<file path="src/verilog/isk_defs.svh">
// Offsets, field positions, reset values and phase counts of the increment-skip block
// Overview of operation
// - Every increment instruction reads the addressed file register, adds one, and sends the sum to the chosen destination.
// - A clear destination bit writes the sum to the working register; a set one writes it back to the file register.
// - A clear bank bit addresses the fixed access bank; a set one takes the bank from the bank select register.
// - Opcode 0011 11da skips the fetched next instruction with an idle cycle when the sum is zero, leaving the flags alone.
// - Opcode 0100 10da skips the fetched next instruction with an idle cycle when the sum is nonzero, leaving the flags alone.
// - A skip over a two-word instruction costs three cycles in all, the extra ones doing nothing in any phase.
`ifndef ISK_DEFS_SVH
`define ISK_DEFS_SVH

// Register byte offsets
`define ISK_OFF_INSTR      8'h00
`define ISK_OFF_BANK       8'h04
`define ISK_OFF_WREG       8'h08
`define ISK_OFF_FLAGS      8'h0C
`define ISK_OFF_EXEC       8'h10

// Instruction fields and opcode patterns
`define ISK_OPC_HI         15
`define ISK_OPC_LO         10
`define ISK_DEST_BIT       9
`define ISK_BANK_BIT       8
`define ISK_TWO_WORD_BIT   16
`define ISK_OPC_INCREMENT_FILE       6'h0A
`define ISK_OPC_SKZ        6'h0F
`define ISK_OPC_SKNZ       6'h12

// Access bank layout
`define ISK_ACCESS_SPLIT   8'h80
`define ISK_ACCESS_LO_BANK 4'h0
`define ISK_ACCESS_HI_BANK 4'hF

// Flag positions
`define ISK_FLAG_C         0
`define ISK_FLAG_DC        1
`define ISK_FLAG_Z         2
`define ISK_FLAG_OV        3
`define ISK_FLAG_N         4

// Reset values
`define ISK_RST_BANK       4'h0
`define ISK_RST_WREG       8'h00
`define ISK_RST_FLAGS      5'h00
`define ISK_RST_INSTR      16'h0000

// Idle phases spent per skipped instruction word
`define ISK_NOP_ONE        4'h4
`define ISK_NOP_TWO        4'h8

`endif

</file>
<file path="src/verilog/isk_pkg.sv">
// Types shared by the increment-skip block
package isk_pkg;

	typedef enum logic [2:0] {
		ISK_ST_IDLE,
		ISK_ST_Q1,
		ISK_ST_Q2,
		ISK_ST_Q3,
		ISK_ST_Q4,
		ISK_ST_NOP
	} isk_state_e;

	typedef enum logic [1:0] {
		ISK_K_NONE,
		ISK_K_INC,
		ISK_K_SKZ,
		ISK_K_SKNZ
	} isk_kind_e;

endpackage

</file>
<file path="src/verilog/isk_core.sv">
// Execution of the increment and increment-skip instructions behind a Wishbone slave
//
// The Wishbone interface to the registers and the address map were decided locally.
`timescale 1ns/100ps
`include "isk_defs.svh"
module isk_core (
	input  wire logic        clock,      // 50 MHz core clock
	input  wire logic        reset,      // Asynchronous, active high
	input  wire logic        wb_cyc_i,   // Wishbone cycle
	input  wire logic        wb_stb_i,   // Wishbone strobe
	input  wire logic        wb_we_i,    // Wishbone write
	input  wire logic [7:0]  wb_adr_i,   // Byte address
	input  wire logic [3:0]  wb_sel_i,   // Byte enables
	input  wire logic [31:0] wb_dat_i,   // Write data
	output logic      [31:0] wb_dat_o,   // Read data
	output logic             wb_ack_o,   // Acknowledge
	output logic      [11:0] fr_addr_o,  // File register address, bank and offset
	output logic             fr_re_o,    // File register read strobe
	output logic             fr_we_o,    // File register write strobe
	output logic      [7:0]  fr_wdata_o, // File register write data
	input  wire logic [7:0]  fr_rdata_i, // Read data, one cycle after the strobe
	output logic             busy_o,     // Instruction in progress
	output logic      [1:0]  phase_o     // Current phase of the cycle
);

	isk_pkg::isk_state_e state_q, state_d;
	isk_pkg::isk_kind_e  kind_q;
	logic [15:0] instr_q;
	logic        two_word_q;
	logic [3:0]  bank_q;
	logic [7:0]  wreg_q;
	logic [4:0]  flags_q;
	logic [3:0]  nop_left_q;
	logic [1:0]  cycles_q;
	logic        last_skip_q, illegal_q, ack_q, busy_q, fr_re_q, fr_we_q;
	logic [1:0]  phase_q;
	logic [31:0] dat_q;
	logic [11:0] fr_addr_q;
	logic [7:0]  fr_wdata_q;
	logic [7:0]  sum_w;
	logic        c_w, dc_w, z_w, n_w, ov_w;

	// Classify an instruction word by its opcode
	function automatic isk_pkg::isk_kind_e op_kind(input logic [15:0] word);
		case (word[`ISK_OPC_HI:`ISK_OPC_LO])
			`ISK_OPC_INCREMENT_FILE: op_kind = isk_pkg::ISK_K_INC;
			`ISK_OPC_SKZ:  op_kind = isk_pkg::ISK_K_SKZ;
			`ISK_OPC_SKNZ: op_kind = isk_pkg::ISK_K_SKNZ;
			default:       op_kind = isk_pkg::ISK_K_NONE;
		endcase
	endfunction

	// Bus decode; writes land on the edge that the master sees ack
	wire req_w      = wb_cyc_i & wb_stb_i;
	wire wr_take_w  = req_w & wb_we_i & ack_q;
	wire wr_instr_w = wr_take_w & (wb_adr_i == `ISK_OFF_INSTR) & (&wb_sel_i[2:0]);
	wire wr_bank_w  = wr_take_w & (wb_adr_i == `ISK_OFF_BANK) & wb_sel_i[0];
	wire wr_wreg_w  = wr_take_w & (wb_adr_i == `ISK_OFF_WREG) & wb_sel_i[0];
	wire wr_flags_w = wr_take_w & (wb_adr_i == `ISK_OFF_FLAGS) & wb_sel_i[0];
	wire idle_w     = (state_q == isk_pkg::ISK_ST_IDLE);
	wire legal_w    = (op_kind(wb_dat_i[15:0]) != isk_pkg::ISK_K_NONE);
	wire start_w    = wr_instr_w & idle_w & legal_w;

	// Read mux; unmapped offsets read as zero
	wire [31:0] rd_w =
		(wb_adr_i == `ISK_OFF_INSTR) ? {15'h0000, two_word_q, instr_q} :
		(wb_adr_i == `ISK_OFF_BANK)  ? {28'h0000000, bank_q} :
		(wb_adr_i == `ISK_OFF_WREG)  ? {24'h000000, wreg_q} :
		(wb_adr_i == `ISK_OFF_FLAGS) ? {27'h0000000, flags_q} :
		(wb_adr_i == `ISK_OFF_EXEC)  ? {24'h000000, phase_q, 1'b0, illegal_q,
			cycles_q, last_skip_q, busy_q} : 32'h00000000;

	// Bank choice: access bank splits at the midpoint of the offset range
	wire [3:0] acc_bank_w = (instr_q[7:0] >= `ISK_ACCESS_SPLIT) ?
		`ISK_ACCESS_HI_BANK : `ISK_ACCESS_LO_BANK;
	wire [3:0] bank_use_w = instr_q[`ISK_BANK_BIT] ? bank_q : acc_bank_w;

	// Skip decision on the result held for the write phase
	wire res_zero_w = (fr_wdata_q == 8'h00);
	wire skip_w     = ((kind_q == isk_pkg::ISK_K_SKZ) & res_zero_w) |
		((kind_q == isk_pkg::ISK_K_SKNZ) & ~res_zero_w);
	wire is_inc_w   = (kind_q == isk_pkg::ISK_K_INC);
	wire [4:0] new_flags_w = {n_w, ov_w, z_w, dc_w, c_w};

	isk_incr_alu u_alu (
		.operand     (fr_rdata_i),
		.sum         (sum_w),
		.carry       (c_w),
		.digit_carry (dc_w),
		.zero        (z_w),
		.negative    (n_w),
		.overflow    (ov_w)
	);

	// Phase sequencer
	always_comb begin
		state_d = state_q;
		case (state_q)
			isk_pkg::ISK_ST_IDLE: if (start_w) state_d = isk_pkg::ISK_ST_Q1;
			isk_pkg::ISK_ST_Q1:   state_d = isk_pkg::ISK_ST_Q2;
			isk_pkg::ISK_ST_Q2:   state_d = isk_pkg::ISK_ST_Q3;
			isk_pkg::ISK_ST_Q3:   state_d = isk_pkg::ISK_ST_Q4;
			isk_pkg::ISK_ST_Q4:   state_d = skip_w ? isk_pkg::ISK_ST_NOP : isk_pkg::ISK_ST_IDLE;
			isk_pkg::ISK_ST_NOP:  if (nop_left_q == 4'h1) state_d = isk_pkg::ISK_ST_IDLE;
			default:              state_d = isk_pkg::ISK_ST_IDLE;
		endcase
	end

	// Sequencer state and phase counter
	always_ff @(posedge clock or posedge reset) begin
		if (reset) begin
			state_q <= isk_pkg::ISK_ST_IDLE;
			phase_q <= 2'h0;
			busy_q  <= 1'b0;
		end else begin
			state_q <= state_d;
			phase_q <= (idle_w || state_d == isk_pkg::ISK_ST_IDLE) ? 2'h0 : phase_q + 2'h1;
			busy_q  <= (state_d != isk_pkg::ISK_ST_IDLE);
		end
	end

	// Instruction capture; a write while busy is dropped, a bad opcode is captured and flagged illegal but not started
	always_ff @(posedge clock or posedge reset) begin
		if (reset) begin
			instr_q    <= `ISK_RST_INSTR;
			two_word_q <= 1'b0;
			kind_q     <= isk_pkg::ISK_K_NONE;
			illegal_q  <= 1'b0;
		end else if (wr_instr_w && idle_w) begin
			instr_q    <= wb_dat_i[15:0];
			two_word_q <= wb_dat_i[`ISK_TWO_WORD_BIT];
			kind_q     <= op_kind(wb_dat_i[15:0]);
			illegal_q  <= ~legal_w;
		end
	end

	// Skip length and cycle accounting
	always_ff @(posedge clock or posedge reset) begin
		if (reset) begin
			nop_left_q  <= 4'h0;
			cycles_q    <= 2'h0;
			last_skip_q <= 1'b0;
		end else if (state_q == isk_pkg::ISK_ST_Q4) begin
			nop_left_q  <= two_word_q ? `ISK_NOP_TWO : `ISK_NOP_ONE;
			cycles_q    <= skip_w ? (two_word_q ? 2'h3 : 2'h2) : 2'h1;
			last_skip_q <= skip_w;
		end else if (state_q == isk_pkg::ISK_ST_NOP) begin
			nop_left_q  <= nop_left_q - 4'h1; // No bus activity while idling
		end
	end

	// File register port, driven one phase ahead so it stands during the phase
	always_ff @(posedge clock or posedge reset) begin
		if (reset) begin
			fr_addr_q  <= 12'h000;
			fr_re_q    <= 1'b0;
			fr_we_q    <= 1'b0;
			fr_wdata_q <= 8'h00;
		end else begin
			if (state_q == isk_pkg::ISK_ST_Q1)
				fr_addr_q <= {bank_use_w, instr_q[7:0]};
			fr_re_q <= (state_d == isk_pkg::ISK_ST_Q2);
			fr_we_q <= (state_d == isk_pkg::ISK_ST_Q4) & instr_q[`ISK_DEST_BIT];
			if (state_q == isk_pkg::ISK_ST_Q3)
				fr_wdata_q <= sum_w;
		end
	end

	// Working register; the instruction result wins over a bus write
	always_ff @(posedge clock or posedge reset) begin
		if (reset)
			wreg_q <= `ISK_RST_WREG;
		else if (state_q == isk_pkg::ISK_ST_Q4 && !instr_q[`ISK_DEST_BIT])
			wreg_q <= fr_wdata_q;
		else if (wr_wreg_w)
			wreg_q <= wb_dat_i[7:0];
	end

	// Status flags: only the plain increment touches them, and it beats a bus write
	logic [4:0] pend_flags_q;
	always_ff @(posedge clock or posedge reset) begin
		if (reset) begin
			flags_q      <= `ISK_RST_FLAGS;
			pend_flags_q <= `ISK_RST_FLAGS;
		end else begin
			if (state_q == isk_pkg::ISK_ST_Q3)
				pend_flags_q <= new_flags_w;
			if (state_q == isk_pkg::ISK_ST_Q4 && is_inc_w)
				flags_q <= pend_flags_q;
			else if (wr_flags_w)
				flags_q <= wb_dat_i[4:0];
		end
	end

	// Bank select register and bus answer, ack after one wait cycle
	always_ff @(posedge clock or posedge reset) begin
		if (reset) begin
			bank_q <= `ISK_RST_BANK;
			ack_q  <= 1'b0;
			dat_q  <= 32'h00000000;
		end else begin
			if (wr_bank_w)
				bank_q <= wb_dat_i[3:0];
			ack_q <= req_w & ~ack_q;
			dat_q <= rd_w;
		end
	end

	assign wb_ack_o   = ack_q;
	assign wb_dat_o   = dat_q;
	assign fr_addr_o  = fr_addr_q;
	assign fr_re_o    = fr_re_q;
	assign fr_we_o    = fr_we_q;
	assign fr_wdata_o = fr_wdata_q;
	assign busy_o     = busy_q;
	assign phase_o    = phase_q;

	// Checks on phase order, addressing, results and skip length
	chk_phase_order: assert property (@(posedge clock) disable iff (reset)
		state_q == isk_pkg::ISK_ST_Q1 |=> state_q == isk_pkg::ISK_ST_Q2 ##1
		state_q == isk_pkg::ISK_ST_Q3 ##1 state_q == isk_pkg::ISK_ST_Q4 && fr_re_o == 1'b0)
		else $error("phases out of order");
	chk_read_strobe: assert property (@(posedge clock) disable iff (reset)
		fr_re_o |-> state_q == isk_pkg::ISK_ST_Q2)
		else $error("read strobe outside read phase");
	chk_sum_value: assert property (@(posedge clock) disable iff (reset)
		state_q == isk_pkg::ISK_ST_Q4 |-> fr_wdata_o == 8'($past(fr_rdata_i) + 8'h01))
		else $error("result is not operand plus one");
	chk_dest_file: assert property (@(posedge clock) disable iff (reset)
		state_q == isk_pkg::ISK_ST_Q4 |-> fr_we_o == instr_q[`ISK_DEST_BIT])
		else $error("file write does not follow destination bit");
	chk_dest_wreg: assert property (@(posedge clock) disable iff (reset)
		state_q == isk_pkg::ISK_ST_Q4 && !instr_q[`ISK_DEST_BIT] |=> wreg_q == $past(fr_wdata_o))
		else $error("working register missed the result");
	chk_bank_access: assert property (@(posedge clock) disable iff (reset)
		state_q == isk_pkg::ISK_ST_Q2 && !instr_q[`ISK_BANK_BIT] |->
		fr_addr_o == {((instr_q[7:0] < `ISK_ACCESS_SPLIT) ? `ISK_ACCESS_LO_BANK
		: `ISK_ACCESS_HI_BANK), instr_q[7:0]})
		else $error("access bank not used");
	chk_bank_select: assert property (@(posedge clock) disable iff (reset)
		state_q == isk_pkg::ISK_ST_Q2 && instr_q[`ISK_BANK_BIT] |->
		fr_addr_o[11:8] == $past(bank_q))
		else $error("bank select register not used");
	chk_wrap_flags: assert property (@(posedge clock) disable iff (reset)
		state_q == isk_pkg::ISK_ST_Q4 && is_inc_w && fr_wdata_o == 8'h00 |=>
		flags_q[`ISK_FLAG_C] && flags_q[`ISK_FLAG_DC] && flags_q[`ISK_FLAG_Z])
		else $error("wrap to zero did not set flags");
	chk_skip_flags: assert property (@(posedge clock) disable iff (reset)
		state_q == isk_pkg::ISK_ST_Q4 && !is_inc_w && !wr_flags_w |=> $stable(flags_q))
		else $error("skip instruction changed flags");
	chk_skip_one: assert property (@(posedge clock) disable iff (reset)
		state_q == isk_pkg::ISK_ST_Q4 && skip_w && !two_word_q |=>
		(state_q == isk_pkg::ISK_ST_NOP && !fr_we_o)[*4] ##1 state_q == isk_pkg::ISK_ST_IDLE)
		else $error("one-word skip not one idle cycle");
	chk_skip_two: assert property (@(posedge clock) disable iff (reset)
		state_q == isk_pkg::ISK_ST_Q4 && skip_w && two_word_q |=>
		(state_q == isk_pkg::ISK_ST_NOP && !fr_re_o)[*8] ##1 state_q == isk_pkg::ISK_ST_IDLE)
		else $error("two-word skip not two idle cycles");
	chk_no_skip: assert property (@(posedge clock) disable iff (reset)
		state_q == isk_pkg::ISK_ST_Q4 && !skip_w |=> state_q == isk_pkg::ISK_ST_IDLE)
		else $error("non-skip took extra cycles");

endmodule // isk_core

</file>
<file path="src/verilog/isk_incr_alu.sv">
// Eight-bit incrementer with its status flags
`timescale 1ns/100ps
module isk_incr_alu (
	input  wire logic [7:0] operand,     // Value read from the file register
	output logic      [7:0] sum,         // Operand plus one
	output logic            carry,       // Carry out of bit 7
	output logic            digit_carry, // Carry out of bit 3
	output logic            zero,        // Sum is zero
	output logic            negative,    // Bit 7 of sum
	output logic            overflow     // Signed overflow
);

	logic [8:0] wide_w;
	logic [4:0] low_w;

	// Ripple of a single added one
	assign wide_w      = {1'b0, operand} + 9'h001;
	assign low_w       = {1'b0, operand[3:0]} + 5'h01;
	assign sum         = wide_w[7:0];
	assign carry       = wide_w[8];
	assign digit_carry = low_w[4];
	assign zero        = (wide_w[7:0] == 8'h00);
	assign negative    = wide_w[7];
	assign overflow    = (operand == 8'h7F); // Only 0x7F crosses into negative

endmodule // isk_incr_alu

</file>
<file path="config.mk">
export PLATFORM = sky130hd
export DESIGN_NAME = isk_core
export DESIGN_NICKNAME = d
export VERILOG_FILES = /design/src/verilog/isk_pkg.sv /design/src/verilog/isk_core.sv /design/src/verilog/isk_incr_alu.sv
export VERILOG_INCLUDE_DIRS = /design/src /design/src/verilog
export SDC_FILE = /design/constraint.sdc
export NUM_CORES = 1
export LEC_CHECK = 0
export ABC_AREA = 0
export BUFFER_PORTS_ARGS = -buffer_cell sky130_fd_sc_hd__buf_2
export CORE_MARGIN = 2
export CORE_UTILIZATION = 48
export CTS_CLUSTER_SIZE = 24
export DETAILED_ROUTE_END_ITERATION = 8
export PLACE_DENSITY = 0.77
export SLEW_MARGIN = 20
export SYNTH_ARGS = -nofsm -noshare
export SYNTH_HDL_FRONTEND = slang
export SYNTH_SLANG_ARGS = --single-unit
</file>
<file path="constraint.sdc">
create_clock -name clock -period 2.7 [get_ports clock]
set_input_delay 0.405 -clock clock [delete_from_list [all_inputs] [get_ports clock]]
set_output_delay 0.405 -clock clock [all_outputs]
set_load 0.05 [all_outputs]
</file>
## Word-level counts from Yosys, hierarchy flattened

Cells that the tools add are included.

| storage, ports and cells | value |
|---|---|
| register bits after elaboration | 95 |
| input port bits | 57 |
| output and inout port bits | 58 |
| word-level logic and storage cells | 103 |

| cells by class | value |
|---|---|
| $add $sub $neg | 4 |
| $lt $le $gt $ge | 1 |
| equality and inequality tests | 19 |
| muxes and demuxes | 22 |
| bitwise logic cells | 21 |
| reduce and logical (&&, ||, !) cells | 16 |

Operators by type and width:

| operator | number |
|---|---|
| 8-bit 2-to-1 mux | 6 |
| 8-bit logical NOT | 3 |
| 4-bit 2-to-1 mux | 5 |
| 3-bit one-hot mux with 6 select lines | 1 |
| 1-bit bitwise AND | 17 |
| 17-bit 2-to-1 mux | 1 |
| 8-bit by 4-bit equality test with 1-bit output, second input constant | 2 |
| 6-bit by 4-bit equality test with 1-bit output, second input constant | 2 |
| 5-bit 2-to-1 mux | 2 |
| 8-bit by 1-bit adder with 9-bit output, second input constant | 1 |
| 3-bit by 2-bit equality test with 1-bit output, second input constant | 3 |
| 3-bit equality test, second input constant | 3 |
| 3-bit 2-to-1 mux | 3 |
| 8-bit by 3-bit equality test with 1-bit output, second input constant | 1 |
| 8-bit by 5-bit equality test with 1-bit output, second input constant | 1 |
| 8-bit by 7-bit equality test with 1-bit output, second input constant | 1 |
| 8-bit greater-or-equal comparator, second input constant | 1 |
| 2-bit nonzero test | 4 |
| 6-bit by 5-bit equality test with 1-bit output, second input constant | 1 |
| 3-bit logical NOT | 2 |
| 2-bit one-hot mux with 3 select lines | 1 |
| 4-bit by 1-bit adder with 5-bit output, second input constant | 1 |
| 2-bit equality test, second input constant | 2 |
| 4-bit by 1-bit equality test with 1-bit output, second input constant | 1 |
| 13 further kinds | 18 |

## Logic depth before layout (Yosys ltp)

Gate-level depths: netlist of the first run.

| depth | value |
|---|---|
| word-level depth | 12 |
| mapped depth | 7 |

## By module

Synthesis of the first run repeated with hierarchy kept, for this count alone.

| second synthesis, totals | value |
|---|---|
| cell total of the unflattened synthesis | 373 |
| area, all modules | 4555.6 um2 |

Modules (own cells, without submodules):

| module | instances | cells an instance | area an instance (um2) | sequential area each (um2) |
|---|---|---|---|---|
| isk_core | 1 | 342 | 4334.2 | 2352.3 |
| isk_incr_alu | 1 | 31 | 221.5 | 0.0 |

## Least setup slack after synthesis of the first run

OpenSTA, ideal clock, no wires.

| timing path | value |
|---|---|
| kind | in2reg |
| start point | input wb_adr_i[0] |
| end point | register illegal_q |
| data arrival time | 1.994 ns |
| required time | 2.575 ns |
| slack | 0.581 ns |
| stages on the path | 5 |
| buffers on the path | 1 |
| cell sequence | or4_4 > nor4b_4 > nand3_4 > buf_6 > mux2_4 |

| on the way | value |
|---|---|
| longest elaborated chain between the ends | 4 |

Ends and longest elaborated chain:

| element | RTL line | source |
|---|---|---|
| from (decl) | isk_core.sv:12 | `input wire logic [7:0] wb_adr_i,` |
| 8-bit logical NOT (no line) | n/a |  |
| 1-bit bitwise AND (2 in series) | isk_core.sv:56 | `` wire wr_instr_w = wr_take_w & (wb_adr_i == `ISK_OFF_INSTR) & (&wb_sel_i[2:0]); `` |
| 1-bit logical AND | isk_core.sv:129 | `end else if (wr_instr_w && idle_w) begin` |
| to (signal assigned) | isk_core.sv:133 | `illegal_q <= ~legal_w;` |
| to (decl) | isk_core.sv:35 | `logic last_skip_q, illegal_q, ack_q, busy_q, fr_re_q, fr_we_q;` |

No other way between the ends.
A chain may end at the register's enable or synchronous reset.

## Worst setup path after layout of the first run

| timing path | value |
|---|---|
| start point | register state_q[0] |
| end point | register instr_q[4] |

| on the way | value |
|---|---|
| longest elaborated chain between the ends | 2 |

Ends and longest elaborated chain:

| element | RTL line | source |
|---|---|---|
| from (decl) | isk_core.sv:26 | `isk_pkg::isk_state_e state_q, state_d;` |
| from (signal assigned) | isk_core.sv:112 | `state_q <= isk_pkg::ISK_ST_IDLE;` |
| from (signal assigned) | isk_core.sv:116 | `state_q <= state_d;` |
| 3-bit logical NOT | isk_core.sv:60 | `wire idle_w = (state_q == isk_pkg::ISK_ST_IDLE);` |
| 1-bit logical AND | isk_core.sv:129 |  |
| to (signal assigned) | isk_core.sv:125 | `` instr_q <= `ISK_RST_INSTR; `` |
| to (signal assigned) | isk_core.sv:130 | `instr_q <= wb_dat_i[15:0];` |
| to (decl) | isk_core.sv:28 | `logic [15:0] instr_q;` |

No other way between the ends.

==> flow_summary.json, run 1 <==
{
  "outcome": "finished, final reports clean",
  "final_cell_mix": "dfrtp_1, buf_2, mux2_2",
  "dp.cells": 548,
  "crit_fanout": 22,
  "diodes": 0,
  "timing.final.hold_violations": 0,
  "finalSetupViolCount": 0,
  "yosys_warnings": 0,
  "globalRouteOverflowTotal": 0,
  "synth_top_area_cell": "dfrtp_1",
  "worstPathCellList": "nor4_1 > nand3_4 > mux2_4",
  "cts_setup_buffers": 0,
  "drc": 0,
  "crit_cells": 3,
  "ir_drop_uv": 548,
  "die_area_sq_mm": 0.00995,
  "gp_congestion": 0.814,
  "wire_per_inst_microns": 16.8,
  "finalCritPeriodShare": 0.815,
  "max_cap_viol_count": 0,
  "reg2reg_slack_ns": 0.50,
  "pin_count": 115,
  "dr.pass1.iters": 5,
  "fp-row-count": 34,
  "yosys.area_share.simple": 0.117,
  "tritoncts": "built",
  "path_clk_slew_ns": 0.09,
  "vias": 3057,
  "numClockSinks": 93,
  "skew_ns": 0.0106,
  "clock_latency_ns": 0.36,
  "r2r_cells": 3,
  "dieHeight_microns": 99.8,
  "slew_headroom": 0.581,
  "maxSlewViolCount": 0,
  "layout.nets": 511,
  "clk_path_buf_depth": 2,
  "timing.rr.start": "state_q[0]",
  "grt_pass1_wl_microns": 15300,
  "syn_avg_cell_area_sq_um": 12.0,
  "synth_top_family_by_area": "multiplexers",
  "timing.final.crit_period_ns": 2.20,
  "ctsHtreeMaxLevel": 3,
  "start_util": 0.500,
  "holdCritPathClass": "input port to asynchronous set/reset pin",
  "worstSetupEndpointType": "flip-flop",
  "synth_edf_count": 0,
  "post_cts_resized": 0,
  "synth_xor_area_frac": 0.0179,
  "yosys.area_share.adder": 0.00853,
  "coreArea_sq_mm": 0.00881,
  "fmax_mhz": 455,
  "layout.cells.non_filler": 563,
  "cts_root_buffer": "clkbuf_8",
  "yosys.area.top_type_share": 0.529,
  "rsz0062_at_grt": "no",
  "synthMuxAreaShare": 0.194,
  "synth_compound_area_frac": 0.0810,
  "fp.dieW_microns": 99.8,
  "detail-route-antenna-nets": 0,
  "ys_seq_area_frac": 0.529,
  "start_kind": "flip-flop",
  "cp-startpoint": "state_q[0]",
  "synthCells": 366,
  "synth.distinct_cells": 50,
  "power_density_mw_per_mm2": 825,
  "critPathSlowestCell": "dfrtp_1",
  "slowest_delay_ns": 0.61,
  "post-route-util": 0.577,
  "synthArstFlopShare": 1.00,
  "critPathBufInv": 0,
  "avgViaCountPerCell": 5.43,
  "cp_top_family": "simple AND/OR/NAND/NOR gates",
  "area_growth_pct": 15.3,
  "r2r-end": "instr_q[4]",
  "wl_microns": 9450,
  "synthTopCellsByArea": "dfrtp_1, mux2_2, mux2_4",
  "antenna_found_initial": 0,
  "ctsHoldBuffers": 0,
  "hpwl_microns": 7050,
  "worst-setup-path-type": "flip-flop to flip-flop",
  "grt_start_max_net_pins": 44,
  "first_global_vias": 3026,
  "numPortBuffers": 83,
  "syn_area_sq_mm": 0.00440,
  "drt-initial-drc-count": 193,
  "yosys_register_bits": 93,
  "ys_dominant_reg_cell": "dfrtp_1",
  "p_leak_uw": 0.00255,
  "tightest_slew_ns": 0.611,
  "cts_inserted_buffers": 9,
  "grt_util_all_layers": 0.198,
  "required_ns": 2.94,
  "cp-endpoint": "instr_q[4]",
  "tns_ns": 0,
  "drive_gt1_frac": 0.389,
  "arrival_ns": 2.44,
  "final_common_cell": "dfrtp_1"
}
==> area by class of cell <==
type | count | area, sq um
clock buffers | 12 | 165
clock inverters | 3 | 20.0
fillers | 726 | 3730
inverters | 9 | 37.5
multi-input cells | 246 | 1900
flip-flops and latches | 93 | 2330
well taps | 108 | 135
repair buffers | 92 | 495
==> logic make-up after synthesis <==
| group | count (synthesis) |
|---|---|
| adders and majority gates | 3 |
| muxes | 70 |
| and+or+nand+nor | 92 |
| xor gates and xnor gates | 9 |
| DFF | 93 |
| AOI/OAI and AO/OA | 57 |
| buffers and inverters | 41 |
| other | 1 |
==> sequential cells by signal, summed over array words and instances (netlist names) <==
name,cells
kind_q,2
illegal_q,1
bank_q,4
fr_addr_o,12
flags_q,5
wreg_q,8
wb_ack_o,1
instr_q,16
pend_flags_q,4
phase_o,2
fr_re_o,1
nop_left_q,4
busy_o,1
state_q,3
fr_wdata_o,8
fr_we_o,1
wb_dat_o,17
cycles_q,2
two_word_q,1
==> synthesized netlist by cell type, types with 3 or more instances <==
| cell type | count |
|---|---|
| nor2_1 | 18 |
| nand2b_1 | 6 |
| o22ai_1 | 3 |
| nand3_1 | 6 |
| nor3_1 | 6 |
| o21a_1 | 3 |
| mux2_2 | 43 |
| dfrtp_1 | 93 |
| a21oi_1 | 17 |
| xnor2_1 | 6 |
| nor4_1 | 5 |
| buf_4 | 16 |
| nor2b_1 | 3 |
| mux2i_1 | 9 |
| inv_1 | 9 |
| nand2_1 | 23 |
| xor2_1 | 3 |
| a32oi_1 | 3 |
| clkbuf_1 | 11 |
| mux2_4 | 17 |
| ha_1 | 3 |
| and2_1 | 9 |
| o21ai_0 | 17 |
==> metrics by stage <==
step / hold slack [ns] / instance area [sq um] / power, uW / setup WS [ns]
2_1_floorplan: 0.443 / 4460 / 2980 / 0.581
3_3_place_gp: 0.429 / 4890 / 3280 / 0.317
3_5_place_dp: 0.438 / 4890 / 3340 / 0.269
4_1_cts: 0.107 / 5080 / 4210 / 0.484
5_1_grt: 0.136 / 5080 / 4410 / 0.388
6_report: 0.0942 / 5080 / 4190 / 0.500
==> worst register-to-register path, delay by kind of cell (launching register included) <==
family	cells	cell delay, ns
flip-flops	1	0.61
AND/OR/NAND/NOR	2	1.04
multiplexers	1	0.44
==> per-layer routing <==
metal / global-route usage / routed length, microns / part of all wire / up-vias
met5: 0 / 0 / 0 / -
met4: 0.0811 / 219 / 0.023 / 0
met3: 0.0344 / 482 / 0.051 / 18
met2: 0.306 / 4420 / 0.47 / 107
met1: 0.278 / 4320 / 0.46 / 1500
li1: - / - / - / 1432
==> where the power goes <==
group	switching, uW	total [uW]	internal, uW
logic	932	1410	483
clock network	464	867	404
registers	251	1910	1660
total	1650	4190	2540
==> how the worst min path moves through the flow <==
stage / start / to / slack (ns) / cells past startpoint
floorplan: pend_flags_q[2] / pend_flags_q[2] / 0.44 / 2
global placement: wb_ack_o / wb_ack_o / 0.43 / 1
detailed placement: wb_ack_o / wb_ack_o / 0.44 / 1
CTS: reset / fr_re_o / 0.11 / 2
global route: reset / fr_re_o / 0.14 / 2
finish: reset / fr_re_o / 0.09 / 2
Note: power is estimated with default switching activity, not from simulation.
==> run 2, diff against run 1 <==
Settings changed: CORE_UTILIZATION 48 to 50.
Clock period 2.7 ns to 2.1 ns, I/O delays scaled along.
==> run 2 against run 1 <==
  * Worst hold slack worse by 0.053 ns
  * First-iteration DRC count is 33% lower
  * Critical endpoint is now wreg_q[5]
  * Utilization is 2.0 points higher
  * Design area is 1.4% higher
  * Combinational power is 33% higher
  * Largest power group unchanged
  * Sequential share of layout area is 0.63 points lower
  * Critical path depth is 2 higher
  * Die area is 3.8% lower
  * Maximum frequency is 17% higher
  * Setup slack worse by 0.28 ns
  * Count of clock-buffer cells in the layout is 1 lower
==> flow_summary.json, run 2 (synthesized netlist as in run 1, its figures left out) <==
{
  "layout.nets": 521,
  "dp.cells": 558,
  "fp-row-count": 34,
  "finalCritPeriodShare": 0.893,
  "ctsHtreeMaxLevel": 3,
  "layout.cells.non_filler": 574,
  "rsz0062_at_grt": "no",
  "clock_latency_ns": 0.36,
  "largest_reg_flops": 17,
  "wl_microns": 9050,
  "vias": 3017,
  "start_util": 0.510,
  "drt-initial-drc-count": 129,
  "path_clk_slew_ns": 0.10,
  "wl_met2_microns": 4110,
  "coreArea_sq_mm": 0.00864,
  "die_area_sq_mm": 0.00957,
  "worst-setup-path-type": "flip-flop to flip-flop",
  "antenna_found_initial": 1,
  "worstSetupEndpointType": "flip-flop",
  "globalRouteOverflowTotal": 0,
  "setup_slack_ns": 0.224,
  "hpwl_microns": 6720,
  "finalSetupViolCount": 0,
  "arrival_ns": 2.12,
  "grt_start_max_net_pins": 94,
  "gp_congestion": 0.835,
  "timing.final.crit_period_ns": 1.88,
  "tns_ns": 0,
  "tritoncts": "built",
  "multi_input_area_sq_mm": 0.00190,
  "grt_util_all_layers": 0.197,
  "fp.dieW_microns": 97.8,
  "numClockSinks": 93,
  "post_cts_resized": 0,
  "worstPathCellList": "nand2b_1 > nor3_2 > buf_4 > a41oi_2 > mux2_2",
  "avgViaCountPerCell": 5.26,
  "start_kind": "flip-flop",
  "holdCritPathClass": "input port to asynchronous set/reset pin",
  "dp_slack_ns": 0.0134,
  "critPathSlowestCell": "a41oi_2",
  "post-route-util": 0.596,
  "wire_per_inst_microns": 15.8,
  "slew_headroom": 0.604,
  "dr.pass1.iters": 4,
  "met3_length_microns": 403,
  "diodes": 0,
  "ctsHoldBuffers": 0,
  "cts_root_buffer": "clkbuf_8",
  "final_cell_mix": "dfrtp_1, buf_2, mux2_2",
  "drc": 0,
  "final_common_cell": "dfrtp_1",
  "fillers": 718,
  "skew_ns": 0.0157,
  "timing.final.hold_violations": 0,
  "p_leak_uw": 0.00259,
  "area_growth_pct": 17.0,
  "power_density_mw_per_mm2": 1040,
  "dieHeight_microns": 97.8,
  "tightest_slew_ns": 0.578,
  "cts_inserted_buffers": 9,
  "fmax_mhz": 533,
  "r2r_cells": 5,
  "ir_drop_uv": 674,
  "crit_fanout": 9,
  "pin_count": 115,
  "drive_gt1_frac": 0.399,
  "max_cap_viol_count": 0,
  "required_ns": 2.34,
  "detail-route-antenna-nets": 0,
  "clk_path_buf_depth": 2,
  "outcome": "finished, final reports clean",
  "slowest_delay_ns": 0.48,
  "grt_pass1_wl_microns": 15000,
  "maxSlewViolCount": 0,
  "dr.max_layer_used": "met5",
  "regArea_sq_mm": 0.00233,
  "first_global_vias": 2948,
  "cts_setup_buffers": 0,
  "numPortBuffers": 83,
  "wl_met1_microns": 4390
}
==> run 2: cell count changes in the layout (fill, tap and decap cells not counted), sizes merged <==
| cell | change |
|---|---|
| clkbuf | -1 |
| clkinv | +2 |
| buf | +10 |
==> run 2: final timing paths <==
| path | from | end | slack [ns] |
|---|---|---|---|
| max | state_q[2] | wreg_q[5] | 0.22 |
| min | reset | fr_addr_o[1] | 0.04 |
| max in group asynchronous | reset | pend_flags_q[0] | 1.63 |
| min in group clock | wb_dat_i[9] | instr_q[9] | 0.18 |
| max reg2reg | state_q[2] | wreg_q[5] | 0.22 |
| min reg2reg | wb_ack_o | wb_ack_o | 0.45 |
==> run 2: final cells by class <==
cell class | instances | share of cell area
inverters | 9 | 0.00729
multi-input cells | 246 | 0.368
repair buffers | 102 | 0.113
clock inverters | 5 | 0.00729
flip-flops and latches | 93 | 0.452
well taps | 108 | 0.0262
clock buffers | 11 | 0.0255
==> run 2: per-stage QoR <==
step | total power, uW | area [sq um] | hold slack [ns]
CTS | 5380 | 5150 | 0.0877
floorplan | 3830 | 4460 | 0.427
global placement | 4260 | 4980 | 0.430
global route | 5650 | 5150 | 0.105
detailed placement | 4320 | 4980 | 0.439
finish | 5330 | 5150 | 0.0416
==> run 2: per-layer routing <==
layer	global-route usage	vias up
met5	0	-
met4	0.0705	2
met3	0.0487	12
met2	0.290	77
met1	0.287	1472
li1	-	1454
==> run 2: where the power goes <==
group	internal, uW	switching (uW)
Combinational	662	1220
Clock	433	614
Sequential	2130	275
Total	3220	2110
==> run 2: worst max-delay path, delay by kind of cell (launching register included) <==
| family | cells | cell delay [ns] |
|---|---|---|
| buffers and inverters | 1 | 0.19 |
| multiplexers | 1 | 0.39 |
| AND/OR/NAND/NOR | 2 | 0.26 |
| AO/OA/AOI/OAI | 1 | 0.48 |
| flip-flops | 1 | 0.44 |
==> run 3, diff against run 2 <==
Settings changed: BUFFER_PORTS_ARGS -buffer_cell sky130_fd_sc_hd__buf_2 to -buffer_cell sky130_fd_sc_hd__clkbuf_2, CORE_MARGIN 2 to 3.
==> run 3 against run 2 <==
  * Utilization up 2.5 points
  * Count of clock-buffer cells in the layout down 1
  * Sequential power about the same
  * Global-route usage down 0.23 points
  * Total power up 3.3%
  * Sequential share of layout area down 0.48 points
  * Cell count down 0.35%
  * First-iteration DRC count up 7.0%
  * Register-to-register slack worse by 0.05 ns
==> flow_summary.json, run 3 (synthesized netlist as in run 1, its figures left out) <==
{
  "holdCritPathClass": "input port to flip-flop",
  "antenna_found_initial": 0,
  "first_global_vias": 3026,
  "cts_inserted_buffers": 9,
  "coreArea_sq_mm": 0.00838,
  "fp.dieW_microns": 99.8,
  "max_cap_viol_count": 0,
  "arrival_ns": 2.18,
  "fillers": 681,
  "power_density_mw_per_mm2": 1060,
  "drc": 0,
  "r2r_cells": 5,
  "diodes": 0,
  "hpwl_microns": 7160,
  "grt_start_max_net_pins": 37,
  "final_cell_mix": "dfrtp_1, clkbuf_2, mux2_2",
  "path_clk_slew_ns": 0.09,
  "ctsHoldBuffers": 1,
  "start_kind": "flip-flop",
  "cts_root_buffer": "clkbuf_8",
  "tns_ns": 0,
  "post_cts_resized": 0,
  "critPathBufInv": 1,
  "required_ns": 2.36,
  "dr.pass1.iters": 4,
  "rsz0062_at_grt": "no",
  "cts_setup_buffers": 0,
  "vias": 3068,
  "timing.final.crit_period_ns": 1.92,
  "timing.rr.start": "state_q[2]",
  "cp_top_family": "multiplexers",
  "hold_path_startpoint": "wb_stb_i",
  "outcome": "finished, final reports clean",
  "min_to": "wb_ack_o",
  "numClockSinks": 93,
  "largest_reg_flops": 17,
  "final_common_cell": "dfrtp_1",
  "detail-route-antenna-nets": 0,
  "layout.nets": 523,
  "gp_congestion": 0.838,
  "avgViaCountPerCell": 5.36,
  "maxSlewViolCount": 0,
  "finalSetupViolCount": 0,
  "finalCritPeriodShare": 0.917,
  "grt_pass1_wl_microns": 15200,
  "dieHeight_microns": 99.8,
  "cp_common_cell": "mux2_2",
  "worstPathCellList": "nand2b_1 > nor4_2 > buf_4 > mux2_2 > mux2_2",
  "ctsHtreeMaxLevel": 3,
  "wire_per_inst_microns": 16.4,
  "slowest_delay_ns": 0.46,
  "slew_headroom": 0.571,
  "fmax_mhz": 520,
  "reg2reg_slack_ns": 0.18,
  "clk_path_buf_depth": 2,
  "die_area_sq_mm": 0.00997,
  "start_util": 0.525,
  "wl_microns": 9360,
  "r2r-end": "flags_q[1]",
  "regArea_sq_mm": 0.00233,
  "multi_input_area_sq_mm": 0.00190,
  "drive_gt1_frac": 0.403,
  "globalRouteOverflowTotal": 0,
  "ir_drop_uv": 691,
  "skew_ns": 0.00977,
  "timing.final.hold_violations": 0,
  "min_path_cells": 3,
  "clock_latency_ns": 0.36,
  "numPortBuffers": 83,
  "pin_count": 115,
  "critPathSlowestCell": "dfrtp_1",
  "drt-initial-drc-count": 138,
  "area_growth_pct": 18.2,
  "tightest_slew_ns": 0.625,
  "grt_util_all_layers": 0.195,
  "worst-setup-path-type": "flip-flop to flip-flop",
  "crit_fanout": 6,
  "p_leak_uw": 0.00261,
  "tritoncts": "built",
  "fp-row-count": 33,
  "worstSetupEndpointType": "flip-flop",
  "hold_ws_ns": 0.167
}
run 3: worst register-to-register path, delay by kind of cell (launching register included):
| family | cells | cell delay, ns |
|---|---|---|
| mux | 2 | 0.60 |
| simple gates | 2 | 0.56 |
| flops | 1 | 0.46 |
| buf+inv | 1 | 0.21 |
run 3: report_power, final:
part / switching, uW / leakage [uW] / total (uW) / internal (uW)
sequential: 306 / 0.00122 / 2430 / 2130
clock: 626 / 0.0000987 / 1210 / 580
combinational: 1210 / 0.00128 / 1870 / 655
run 3: final cells by class:
cell class                 count  area share
multi-input combinational    246       0.365
timing repair buffer         104       0.118
tap                          105      0.0252
inverter                       9     0.00721
clock buffer                  10      0.0264
sequential                    93       0.447
clock inverter                 5      0.0115
run 3: per-layer routing:
| layer | global-route usage | wire length (microns) |
|---|---|---|
| met1 | 0.274 | 4260 |
| met2 | 0.296 | 4450 |
| met3 | 0.0466 | 452 |
| met4 | 0.0714 | 196 |
| met5 | 0 | 0 |
run 3: worst max-delay path by stage:
stage | slack [ns] | cells past startpoint | start | endpoint
final | 0.18 | 5 | state_q[2] | flags_q[1]
after global routing | 0.004 | 5 | state_q[2] | flags_q[2]
after CTS | 0.17 | 5 | state_q[2] | flags_q[2]
after detailed placement | 0.03 | 5 | wb_adr_i[0] | wreg_q[1]
after global placement | 0.06 | 6 | wb_adr_i[0] | instr_q[2]
after floorplan | 0.07 | 5 | wb_adr_i[0] | illegal_q
run 3: per-stage QoR:
step / area [sq um] / utilization / power (uW) / setup slack (ns) / instances
detailed placement: 5000 / 0.596 / 4330 / 0.0278 / 556
finish: 5200 / 0.621 / 5510 / 0.175 / 572
floorplan: 4460 / - / 3830 / 0.0709 / 380
global placement: 5000 / 0.596 / 4270 / 0.0580 / 556
CTS: 5200 / 0.621 / 5520 / 0.167 / 572
global route: 5200 / 0.621 / 5780 / 0.00430 / 572
